**config.mk**
```make
export PLATFORM = sky130hd
export DESIGN_NAME = input_route_select_three
export DESIGN_NICKNAME = d
export VERILOG_FILES = /design/src/rtl/input_route_pkg.sv /design/src/rtl/route_if.sv /design/src/rtl/digit_router.sv /design/src/rtl/input_route_select_three.sv
export SDC_FILE = /design/constraint.sdc
export NUM_CORES = 1
export LEC_CHECK = 0
export BUFFER_PORTS_ARGS = -buffer_cell sky130_fd_sc_hd__buf_4
export CAP_MARGIN = 20
export CELL_PAD_IN_SITES_DETAIL_PLACEMENT = 1
export CELL_PAD_IN_SITES_GLOBAL_PLACEMENT = 2
export CORE_UTILIZATION = 28
export CTS_CLUSTER_DIAMETER = 80
export DETAILED_ROUTE_END_ITERATION = 10
export MAX_ROUTING_LAYER = met4
export PLACE_DENSITY = 0.8
export SETUP_SLACK_MARGIN = 0.5
export SLEW_MARGIN = 20
export SYNTH_ARGS = -nofsm -noshare
export SYNTH_HDL_FRONTEND = slang
export SYNTH_SLANG_ARGS = --single-unit
export TNS_END_PERCENT = 20
```
**constraint.sdc**
```tcl
create_clock -name CORE_CLK -period 1.8 [get_ports CORE_CLK]
set_clock_uncertainty 0.15 [all_clocks]
set_input_delay 0 -clock CORE_CLK [delete_from_list [all_inputs] [get_ports CORE_CLK]]
set_output_delay 0 -clock CORE_CLK [all_outputs]
set_load 0.01 [all_outputs]
```
**src/rtl/input_route_pkg.sv**
```systemverilog
// shared constants for the four-digit input routing block
// assumes a 32-bit AXI4-Lite register bus and eight connector inputs
package input_route_pkg;
  localparam int ADDR_W = 12;
  localparam int DIGIT_W = 4;
  localparam int NUM_INPUTS = 8;
  localparam int SEL_W = 16;

  // byte addresses of the registers
  localparam logic [11:0] ADDR_ROUTE_SELECT = 12'h000;
  localparam logic [11:0] ADDR_ROUTE_ACTIVE = 12'h004;
  localparam logic [11:0] ADDR_RESTART = 12'h008;

  localparam logic [15:0] ROUTE_RESET = 16'h8888;
  localparam logic [3:0] DIGIT_INACTIVE = 4'h8;
  localparam logic [3:0] DIGIT_MAX = 4'h9;

  // digit positions inside the selection word, and the bit position of the restart register
  localparam int DIR_DIGIT_LSB = 0;
  localparam int SPD_DIGIT_LSB = 4;
  localparam int RESTART_BIT = 0;

  localparam logic [1:0] RESP_OKAY = 2'h0;
  localparam logic [1:0] RESP_SLVERR = 2'h2;
  localparam logic [31:0] RDATA_ZERO = 32'h0000_0000;
endpackage

```
**src/rtl/route_if.sv**
```systemverilog
// carrier between the register side and one digit router
// assumes the owner drives inputs and sel on the same clock as the router
`timescale 1ns/10ps
`default_nettype none
interface route_if #(parameter int N = 8);
  logic [N-1:0] inputs;
  logic [3:0] sel;
  logic active;
  modport router(input inputs, input sel, output active);
  modport owner(output inputs, output sel, input active);
endinterface
`default_nettype wire

```
**src/rtl/digit_router.sv**
```systemverilog
// one selection digit steering one function from a chosen input
// assumes inputs are already synchronised to clk
`timescale 1ns/10ps
`default_nettype none
module digit_router #(
  parameter int N = 8
) (
  input wire logic clk,
  input wire logic resetn,
  route_if.router rt
);
  localparam int IW = $clog2(N);

  // ---------------------------------------------------------------
  // selection
  // ---------------------------------------------------------------
  logic sel_valid;
  logic picked;
  logic active_r;
  assign sel_valid = (rt.sel < input_route_pkg::DIGIT_INACTIVE);
  assign picked = sel_valid & rt.inputs[rt.sel[IW-1:0]];

  always_ff @(posedge clk) begin
    if (!resetn) begin
      active_r <= 1'b0;
    end else begin
      active_r <= picked;
    end
  end
  assign rt.active = active_r;
endmodule // digit_router
`default_nettype wire

```
**src/rtl/input_route_select_three.sv**
```systemverilog
// top of the connector input router with its AXI4-Lite register slave
// assumes GENERAL_IN comes from pins and is asynchronous to CORE_CLK
//
// Implementation choices: register access over AXI4-Lite and the address map.
`timescale 1ns/10ps
`default_nettype none
module input_route_select_three #(
  parameter int N_IN = input_route_pkg::NUM_INPUTS
) (
  input wire logic CORE_CLK,
  input wire logic RESETN,
  input wire logic [11:0] S_AXI_AWADDR,
  input wire logic S_AXI_AWVALID,
  output logic S_AXI_AWREADY,
  input wire logic [31:0] S_AXI_WDATA,
  input wire logic [3:0] S_AXI_WSTRB,
  input wire logic S_AXI_WVALID,
  output logic S_AXI_WREADY,
  output logic [1:0] S_AXI_BRESP,
  output logic S_AXI_BVALID,
  input wire logic S_AXI_BREADY,
  input wire logic [11:0] S_AXI_ARADDR,
  input wire logic S_AXI_ARVALID,
  output logic S_AXI_ARREADY,
  output logic [31:0] S_AXI_RDATA,
  output logic [1:0] S_AXI_RRESP,
  output logic S_AXI_RVALID,
  input wire logic S_AXI_RREADY,
  input wire logic [N_IN-1:0] GENERAL_IN,
  output logic ROTATION_DIRECTION_SWITCH_IN,
  output logic SPEED_SELECT_A_IN
);

  // ---------------------------------------------------------------
  // input synchroniser
  // ---------------------------------------------------------------
  logic [N_IN-1:0] in_meta_r;
  logic [N_IN-1:0] in_sync_r;

  always_ff @(posedge CORE_CLK) begin
    if (!RESETN) begin
      in_meta_r <= '0;
      in_sync_r <= '0;
    end else begin
      in_meta_r <= GENERAL_IN;
      in_sync_r <= in_meta_r;
    end
  end

  // ---------------------------------------------------------------
  // write channel capture
  // ---------------------------------------------------------------
  logic aw_full_r;
  logic w_full_r;
  logic [11:0] aw_addr_r;
  logic [31:0] w_data_r;
  logic [3:0] w_strb_r;
  logic bvalid_r;
  logic [1:0] bresp_r;
  logic aw_take;
  logic w_take;
  logic wr_fire;

  assign S_AXI_AWREADY = !aw_full_r && !bvalid_r;
  assign S_AXI_WREADY = !w_full_r && !bvalid_r;
  assign aw_take = S_AXI_AWVALID && S_AXI_AWREADY;
  assign w_take = S_AXI_WVALID && S_AXI_WREADY;
  assign wr_fire = aw_full_r && w_full_r && !bvalid_r;

  always_ff @(posedge CORE_CLK) begin
    if (!RESETN) begin
      aw_full_r <= 1'b0;
      aw_addr_r <= '0;
    end else if (aw_take) begin
      aw_full_r <= 1'b1;
      aw_addr_r <= S_AXI_AWADDR;
    end else if (wr_fire) begin
      aw_full_r <= 1'b0;
    end
  end

  always_ff @(posedge CORE_CLK) begin
    if (!RESETN) begin
      w_full_r <= 1'b0;
      w_data_r <= '0;
      w_strb_r <= '0;
    end else if (w_take) begin
      w_full_r <= 1'b1;
      w_data_r <= S_AXI_WDATA;
      w_strb_r <= S_AXI_WSTRB;
    end else if (wr_fire) begin
      w_full_r <= 1'b0;
    end
  end

  // ---------------------------------------------------------------
  // write decode and parameter storage
  // ---------------------------------------------------------------
  logic [15:0] sel_r;
  logic [15:0] sel_nxt;
  logic [15:0] act_r;
  logic [15:0] wr_merged;
  logic wr_hit_sel;
  logic wr_hit_act;
  logic wr_hit_rst;
  logic wr_digits_ok;
  logic wr_sel_ok;
  logic apply_nxt;
  logic [1:0] bresp_nxt;

  // each nibble of the stored word must be a decimal digit
  function automatic logic digits_decimal(input logic [15:0] v);
    logic ok;
    ok = 1'b1;
    for (int i = 0; i < 4; i++) begin
      if (v[i*input_route_pkg::DIGIT_W +: input_route_pkg::DIGIT_W] >
          input_route_pkg::DIGIT_MAX) begin
        ok = 1'b0;
      end
    end
    return ok;
  endfunction

  assign wr_hit_sel = (aw_addr_r[11:2] == input_route_pkg::ADDR_ROUTE_SELECT[11:2]);
  assign wr_hit_act = (aw_addr_r[11:2] == input_route_pkg::ADDR_ROUTE_ACTIVE[11:2]);
  assign wr_hit_rst = (aw_addr_r[11:2] == input_route_pkg::ADDR_RESTART[11:2]);
  assign wr_merged = {(w_strb_r[1] ? w_data_r[15:8] : sel_r[15:8]),
                      (w_strb_r[0] ? w_data_r[7:0] : sel_r[7:0])};
  assign wr_digits_ok = digits_decimal(wr_merged);
  assign wr_sel_ok = wr_fire && wr_hit_sel && wr_digits_ok;
  assign sel_nxt = wr_sel_ok ? wr_merged : sel_r;
  // a restart request stands in for the power cycle
  assign apply_nxt = wr_fire && wr_hit_rst && w_strb_r[0] &&
                     w_data_r[input_route_pkg::RESTART_BIT];
  assign bresp_nxt = ((wr_hit_sel && wr_digits_ok) || wr_hit_act || wr_hit_rst) ?
                     input_route_pkg::RESP_OKAY : input_route_pkg::RESP_SLVERR;

  always_ff @(posedge CORE_CLK) begin
    if (!RESETN) begin
      sel_r <= input_route_pkg::ROUTE_RESET;
    end else begin
      sel_r <= sel_nxt;
    end
  end

  // routing in use follows the stored word only at restart
  always_ff @(posedge CORE_CLK) begin
    if (!RESETN) begin
      act_r <= input_route_pkg::ROUTE_RESET;
    end else if (apply_nxt) begin
      act_r <= sel_r;
    end
  end

  always_ff @(posedge CORE_CLK) begin
    if (!RESETN) begin
      bvalid_r <= 1'b0;
      bresp_r <= input_route_pkg::RESP_OKAY;
    end else if (wr_fire) begin
      bvalid_r <= 1'b1;
      bresp_r <= bresp_nxt;
    end else if (S_AXI_BREADY) begin
      bvalid_r <= 1'b0;
    end
  end
  assign S_AXI_BVALID = bvalid_r;
  assign S_AXI_BRESP = bresp_r;

  // ---------------------------------------------------------------
  // read channel
  // ---------------------------------------------------------------
  logic rvalid_r;
  logic [31:0] rdata_r;
  logic [1:0] rresp_r;
  logic ar_take;
  logic rd_hit_sel;
  logic rd_hit_act;
  logic rd_hit_rst;
  logic [31:0] rdata_nxt;
  logic [1:0] rresp_nxt;

  assign S_AXI_ARREADY = !rvalid_r;
  assign ar_take = S_AXI_ARVALID && S_AXI_ARREADY;
  assign rd_hit_sel = (S_AXI_ARADDR[11:2] == input_route_pkg::ADDR_ROUTE_SELECT[11:2]);
  assign rd_hit_act = (S_AXI_ARADDR[11:2] == input_route_pkg::ADDR_ROUTE_ACTIVE[11:2]);
  assign rd_hit_rst = (S_AXI_ARADDR[11:2] == input_route_pkg::ADDR_RESTART[11:2]);
  assign rdata_nxt = rd_hit_sel ? {16'h0000, sel_r} :
                     rd_hit_act ? {16'h0000, act_r} :
                     input_route_pkg::RDATA_ZERO;
  assign rresp_nxt = (rd_hit_sel || rd_hit_act || rd_hit_rst) ?
                     input_route_pkg::RESP_OKAY : input_route_pkg::RESP_SLVERR;

  always_ff @(posedge CORE_CLK) begin
    if (!RESETN) begin
      rvalid_r <= 1'b0;
      rdata_r <= input_route_pkg::RDATA_ZERO;
      rresp_r <= input_route_pkg::RESP_OKAY;
    end else if (ar_take) begin
      rvalid_r <= 1'b1;
      rdata_r <= rdata_nxt;
      rresp_r <= rresp_nxt;
    end else if (S_AXI_RREADY) begin
      rvalid_r <= 1'b0;
    end
  end
  assign S_AXI_RVALID = rvalid_r;
  assign S_AXI_RDATA = rdata_r;
  assign S_AXI_RRESP = rresp_r;

  // ---------------------------------------------------------------
  // function routing
  // ---------------------------------------------------------------
  route_if #(.N(N_IN)) dir_rt ();
  route_if #(.N(N_IN)) spd_rt ();

  assign dir_rt.inputs = in_sync_r;
  assign dir_rt.sel = act_r[input_route_pkg::DIR_DIGIT_LSB +: input_route_pkg::DIGIT_W];
  assign spd_rt.inputs = in_sync_r;
  assign spd_rt.sel = act_r[input_route_pkg::SPD_DIGIT_LSB +: input_route_pkg::DIGIT_W];

  digit_router #(.N(N_IN)) u_dir (
    .clk(CORE_CLK),
    .resetn(RESETN),
    .rt(dir_rt.router)
  );

  digit_router #(.N(N_IN)) u_spd (
    .clk(CORE_CLK),
    .resetn(RESETN),
    .rt(spd_rt.router)
  );

  assign ROTATION_DIRECTION_SWITCH_IN = dir_rt.active;
  assign SPEED_SELECT_A_IN = spd_rt.active;

  // ---------------------------------------------------------------
  // checks
  // ---------------------------------------------------------------
  logic [3:0] dir_digit;
  logic [3:0] spd_digit;
  logic dir_pick;
  logic spd_pick;
  assign dir_digit = act_r[input_route_pkg::DIR_DIGIT_LSB +: input_route_pkg::DIGIT_W];
  assign spd_digit = act_r[input_route_pkg::SPD_DIGIT_LSB +: input_route_pkg::DIGIT_W];
  assign dir_pick = in_sync_r[dir_digit[2:0]];
  assign spd_pick = in_sync_r[spd_digit[2:0]];

  chk_dir_follows_input: assert property (@(posedge CORE_CLK) disable iff (!RESETN)
    (dir_digit < input_route_pkg::DIGIT_INACTIVE) ##1 RESETN |->
      (ROTATION_DIRECTION_SWITCH_IN == $past(dir_pick)))
    else $error("direction output does not follow selected input");

  chk_dir_digit_only: assert property (@(posedge CORE_CLK) disable iff (!RESETN)
    ($stable(dir_digit) && $stable(in_sync_r) && !$stable(spd_digit)) |=>
      $stable(ROTATION_DIRECTION_SWITCH_IN))
    else $error("direction output moved without its own cause");

  chk_dir_forced_off: assert property (@(posedge CORE_CLK) disable iff (!RESETN)
    (dir_digit >= input_route_pkg::DIGIT_INACTIVE) |=> !ROTATION_DIRECTION_SWITCH_IN)
    else $error("direction output active with inactive digit");

  chk_spd_forced_off: assert property (@(posedge CORE_CLK) disable iff (!RESETN)
    (spd_digit > input_route_pkg::DIGIT_INACTIVE) |=> !SPEED_SELECT_A_IN)
    else $error("speed output active with undefined digit");

  chk_spd_follows_input: assert property (@(posedge CORE_CLK) disable iff (!RESETN)
    (spd_digit < input_route_pkg::DIGIT_INACTIVE) |=> (SPEED_SELECT_A_IN == $past(spd_pick)))
    else $error("speed output does not follow selected input");

  chk_reset_value: assert property (@(posedge CORE_CLK)
    (!RESETN ##1 RESETN) |-> (sel_r == input_route_pkg::ROUTE_RESET) &&
      (act_r == input_route_pkg::ROUTE_RESET) && !ROTATION_DIRECTION_SWITCH_IN)
    else $error("selection word not at reset value");

  chk_range_guard: assert property (@(posedge CORE_CLK) disable iff (!RESETN)
    (wr_fire && wr_hit_sel && !wr_digits_ok) |=>
      (sel_r == $past(sel_r)) && (S_AXI_BRESP == input_route_pkg::RESP_SLVERR))
    else $error("out of range value was stored");

  chk_apply_restart: assert property (@(posedge CORE_CLK) disable iff (!RESETN)
    !apply_nxt |=> (act_r == $past(act_r)))
    else $error("routing changed without a restart");

  chk_apply_copies: assert property (@(posedge CORE_CLK) disable iff (!RESETN)
    apply_nxt |=> (act_r == $past(sel_r)))
    else $error("restart did not load the stored word");
endmodule // input_route_select_three
`default_nettype wire

```
# == Word level (Yosys, flattened, before mapping) ==
# Index checks and enable logic that the tools add are counted.
# op_classes
add_sub_neg,0
n_reduce_logical,27
mux,21
n_shift,0
magnitude_cmp,8
n_eq_ne,4
bitwise,2
div_mod_pow,0
mul,0
# op_table
cell,n
$mux W16,2
$eq A10 B1 Y1 const B,2
$eq A10 B2 Y1 const B,2
$logic_not A10 Y1,2
$gt A4 B4 Y1 const B,4
$mux W8,2
$logic_and A1 B1 Y1,13
$mux W1,13
$lt A3 B4 Y1 const B,2
$lt A4 B4 Y1 const B,2
$reduce_bool A2 Y1,4
$bmux W1 S3,2
$logic_not A1 Y1,4
$logic_or A1 B1 Y1,4
$mux W2,2
$and A1 B1 Y1,2
# totals
wordCells,78
rom_bits,0
regBits,120
latchBits,0
ram_bits,0
mem_count,0

# == Longest topological paths before layout ==
# logic_depth
word_depth,10
mapped_depth,6

# == Modules after synthesis ==
# A second synthesis with hierarchy kept.
# hier_totals
cells_unflattened,471
area_unflattened_um2,4254.1
# by_module_without_submodules
mod,cells_each,n_inst,seq_area_each_um2,area_per_inst_um2
input_route_select_three,453,1,1961.9,4053.9
digit_router,9,2,20.0,100.1

# == Least setup slack after synthesis ==
# Ideal clock, no wire load.
# synth_timing
path_kind,reg2reg
startpoint,register aw_addr_r[4]
endpoint,register sel_r[0]
setup_ns,0.072
required_ns,1.578
period_less_slack_ns,1.804
stages_incl_launch_ff,5
arrival_time_ns,1.582
path_buffers,0
setup_slack_ns,-0.004
cell_sequence,dfxtp_1 > nor4_4 > nand3_4 > nor4_4 > mux2i_1
# synth_between
elab_chain_cells,3
# synth_rtl
item,line,source
from (decl),input_route_select_three.sv:55,logic [11:0] aw_addr_r;
from (signal assigned),input_route_select_three.sv:73,aw_addr_r <= '0;
from (signal assigned),input_route_select_three.sv:76,aw_addr_r <= S_AXI_AWADDR;
$logic_not A10 Y1,input_route_select_three.sv:124,assign wr_hit_sel = (aw_addr_r[11:2] == input_route_pkg::ADDR_ROUTE_SELECT[11:2]);
$logic_and A1 B1 Y1 (2 in series),input_route_select_three.sv:130,assign wr_sel_ok = wr_fire && wr_hit_sel && wr_digits_ok;
to (signal assigned),input_route_select_three.sv:140,sel_r <= input_route_pkg::ROUTE_RESET;
to (signal assigned),input_route_select_three.sv:142,sel_r <= sel_nxt;
to (decl),input_route_select_three.sv:99,logic [15:0] sel_r;
# No other way between the ends.
# A chain may end at the register's enable or synchronous reset.

# == Worst setup path in the final report ==
# layout_timing
startpoint,register w_data_r[5]
endpoint,register sel_r[13]
# layout_between
elab_chain_cells,6
# layout_rtl
item,line,source
from (decl),input_route_select_three.sv:56,logic [31:0] w_data_r;
from (signal assigned),input_route_select_three.sv:85,w_data_r <= '0;
from (signal assigned),input_route_select_three.sv:89,w_data_r <= S_AXI_WDATA;
$mux W8,input_route_select_three.sv:128,(w_strb_r[0] ? w_data_r[7:0] : sel_r[7:0])};
$gt A4 B4 Y1,input_route_select_three.sv:116,if (v[i*input_route_pkg::DIGIT_W +: input_route_pkg::DIGIT_W] >
$mux W1 (3 in series),input_route_select_three.sv:116,
$logic_and A1 B1 Y1,input_route_select_three.sv:130,
# No other way between the ends.

==> run metrics <==
Die X around 120 um; DR WL/cell 13.7 um; Synth area leader dfxtp_1; worst endpoint required time 1.92 ns; fin. max-slew vios 0; hold crit path type in -> reg; hold slack -0.0477 ns; worst-path maximum fanout 8; commonest cells after routing, fill and taps aside dfxtp_1 (93), nand2_1 (87), buf_4 (81); Pre-antenna DRT Iters 4; htree depth 3; DRC 0; setup slack, reg-to-reg ~0.081 ns; status complete, but fails checks; vias in the first global route between 3k and 4k; nets 635; Root Driver clkbuf_16; fin crit share 95.5%; CTS tree done; failing checks hold timing; clock transition at the registers of the reported paths around 0.060 ns; CP Capture Type register; via count 3436; most common cell after layout, fill and taps aside dfxtp_1; final antenna-violating net count 0; initial DRC count 109; share of layout cells above drive strength 1 28.0%; CTS buffer count 9; YS warnings 0; Clock Latency Late Sink 0.34 ns; Distinct cells, synth 36; I/O pin count 118; pwr dens 878 mW/mm^2; Die Y-Extent 125 um; Reg2Reg Depth 5; max-cap violation count 0; Antenna Cells 0; GRT Total Usage around 14%; Cell Area, Placed roughly 0.0050 sq mm; R2R Path Start w_data_r[5]; Yosys top cell area share 47.6%; CP Launch Point w_data_r[5]; Synth Register Bits 100; CP peak stage delay 0.39 ns; most area-consuming cells after synthesis dfxtp_1 (48%), mux2i_1 (8.1%), nand2_1 (7.9%); die area about 0.016 sq mm; Crit path buffers/inverters 1; grt ovf 0; Clock Sinks 100; worst vdd ir approximately 0.45 mV; vias per cell between 4 and 5; cells along the critical path o211ai_1 > o2111ai_2 > nor4_4 > buf_12 > mux2i_1; Synth Cell Area 0.00421 sq mm; Crit Path Category reg -> reg; Final Setup Violations 0; initial core utilization 28.8%; I/O Buffers 77; Crit. path cell count 5; reg2reg end sel_r[13]; CP max stage cell nor4_4; Synth Instances 438; WP data arrival between 1.5 and 2 ns; Leakage between 2 and 2.5 nW; row cnt 44; Clock Path Buffers 2; first-pass GRT wire length 17.0 mm; Post-DP HPWL 7.02 mm; final hold vios 1; largest net degree at the start of global routing 41; global placement routability congestion roughly 0.75; register area share after synthesis 47.6%; CP Launch Type register; unrepaired setup endpoints after global routing true; cell area after layout between 0.005 and 0.006 sq mm; Mapped Avg Cell Area a little under 10 sq um; crit path time final 1.72 ns; Worst setup endpoint sel_r[13]; core area about 0.015 sq mm; initial antenna violation count 0; fmax 582 MHz; routed wire length 10.3 mm; CP delay by family, top compound AO/OA/AOI/OAI gates; P&R area growth vs syn 42.6%
layout make-up:
type / count / area (sq um)
repair buffers: 137 / 1250
multi-input cells: 308 / 2130
flip-flops and latches: 100 / 2020
well taps: 184 / 230
clock buffers: 10 / 229
inverters: 4 / 15.0
clock inverters: 5 / 125
fillers: 1630 / 8590
where the power goes:
group | internal, W | switching [W]
Combinational | 0.000330 | 0.000272
Sequential | 0.00231 | 0.0000709
Clock | 0.00149 | 0.000796
cell families (layout without fill, tap and decap cells):
family                    after synthesis  count (layout)  synth area share (%)
xor gates and xnor gates                1               1                 0.208
AOI/OAI and AO/OA                      96              96                  15.4
buffers and inverters                  47             156                  6.19
muxes                                  38              38                  10.2
other                                   1              18                0.0892
and+or+nand+nor                       155             155                  20.3
DFF                                   100             100                  47.6
stage by stage:
step                      util [%]  power [W]  setup slack (ns)  cells  TNS, ns
after CTS                     39.9    0.00530            0.0559    747        0
after detailed placement      34.3    0.00291            0.0584    686        0
after floorplan                  -    0.00271            0.0228    455        0
after global routing          41.1    0.00548           -0.0452    748   -0.242
after global placement        34.3    0.00289             0.113    686        0
final                         41.1    0.00526            0.0808    748        0
worst min path at each step:
stage	startpoint	end	slack, ns	depth (start not counted)
after floorplan	GENERAL_IN[0]	in_meta_r[0]	-0.02	1
after global placement	GENERAL_IN[0]	in_meta_r[0]	0.07	2
after detailed placement	GENERAL_IN[1]	in_meta_r[1]	0.06	2
after CTS	S_AXI_ARADDR[8]	S_AXI_RRESP[1]	-0.04	4
after global routing	S_AXI_ARADDR[4]	S_AXI_RRESP[1]	-0.02	4
final	S_AXI_ARADDR[4]	S_AXI_RRESP[1]	-0.05	4
state kept, by name, summed over array words and instances, names as in the netlist, 2 cells and up:
register	count
sel_r	16
dir_rt.inputs	8
w_strb_r	2
act_r	16
S_AXI_RDATA	16
aw_addr_r	10
in_meta_r	8
w_data_r	16
worst reg2reg max path: cells and delay by family (launching register included):
kind | cells | cell delay, ns
mux | 1 | 0.19
simple gates | 1 | 0.39
buf+inv | 1 | 0.17
compound gates | 2 | 0.43
flops | 1 | 0.32
timing repair:
action / CTS / global route
hold endpoints to repair: 45 / 7
cloned: 0 / 0
resized for setup: 2 / 55
setup endpoints to repair: 78 / 82
hold buffers: 43 / 1
setup buffers: 3 / 0
pin swaps: 2 / 35
cells in the mapped netlist, drive strengths merged:
cell	number
o21a	2
a21oi	18
nand2b	3
nand3	1
a211oi	1
and3	1
nor2b	22
clkbuf	22
o21ai	21
and3b	1
a21boi	29
o211ai	6
nor3b	2
nand2	88
mux4	4
and2	18
conb	1
o2111ai	1
dfxtp	100
o211a	1
a22oi	16
o221ai	1
buf	21
nand4	2
nor4	6
mux2i	34
nor2	8
and4bb	1
or4	2
xor2	1
inv	4
routing by layer:
layer  vias up  wire length, um  global-route usage [%]
met5         -                0                       -
met4         0              115                    4.32
met3         8              436                    3.26
met2        82             4780                    21.6
met1      1640             4930                    18.0
li1       1706                -                       -
(Power assumes the default switching activity.)
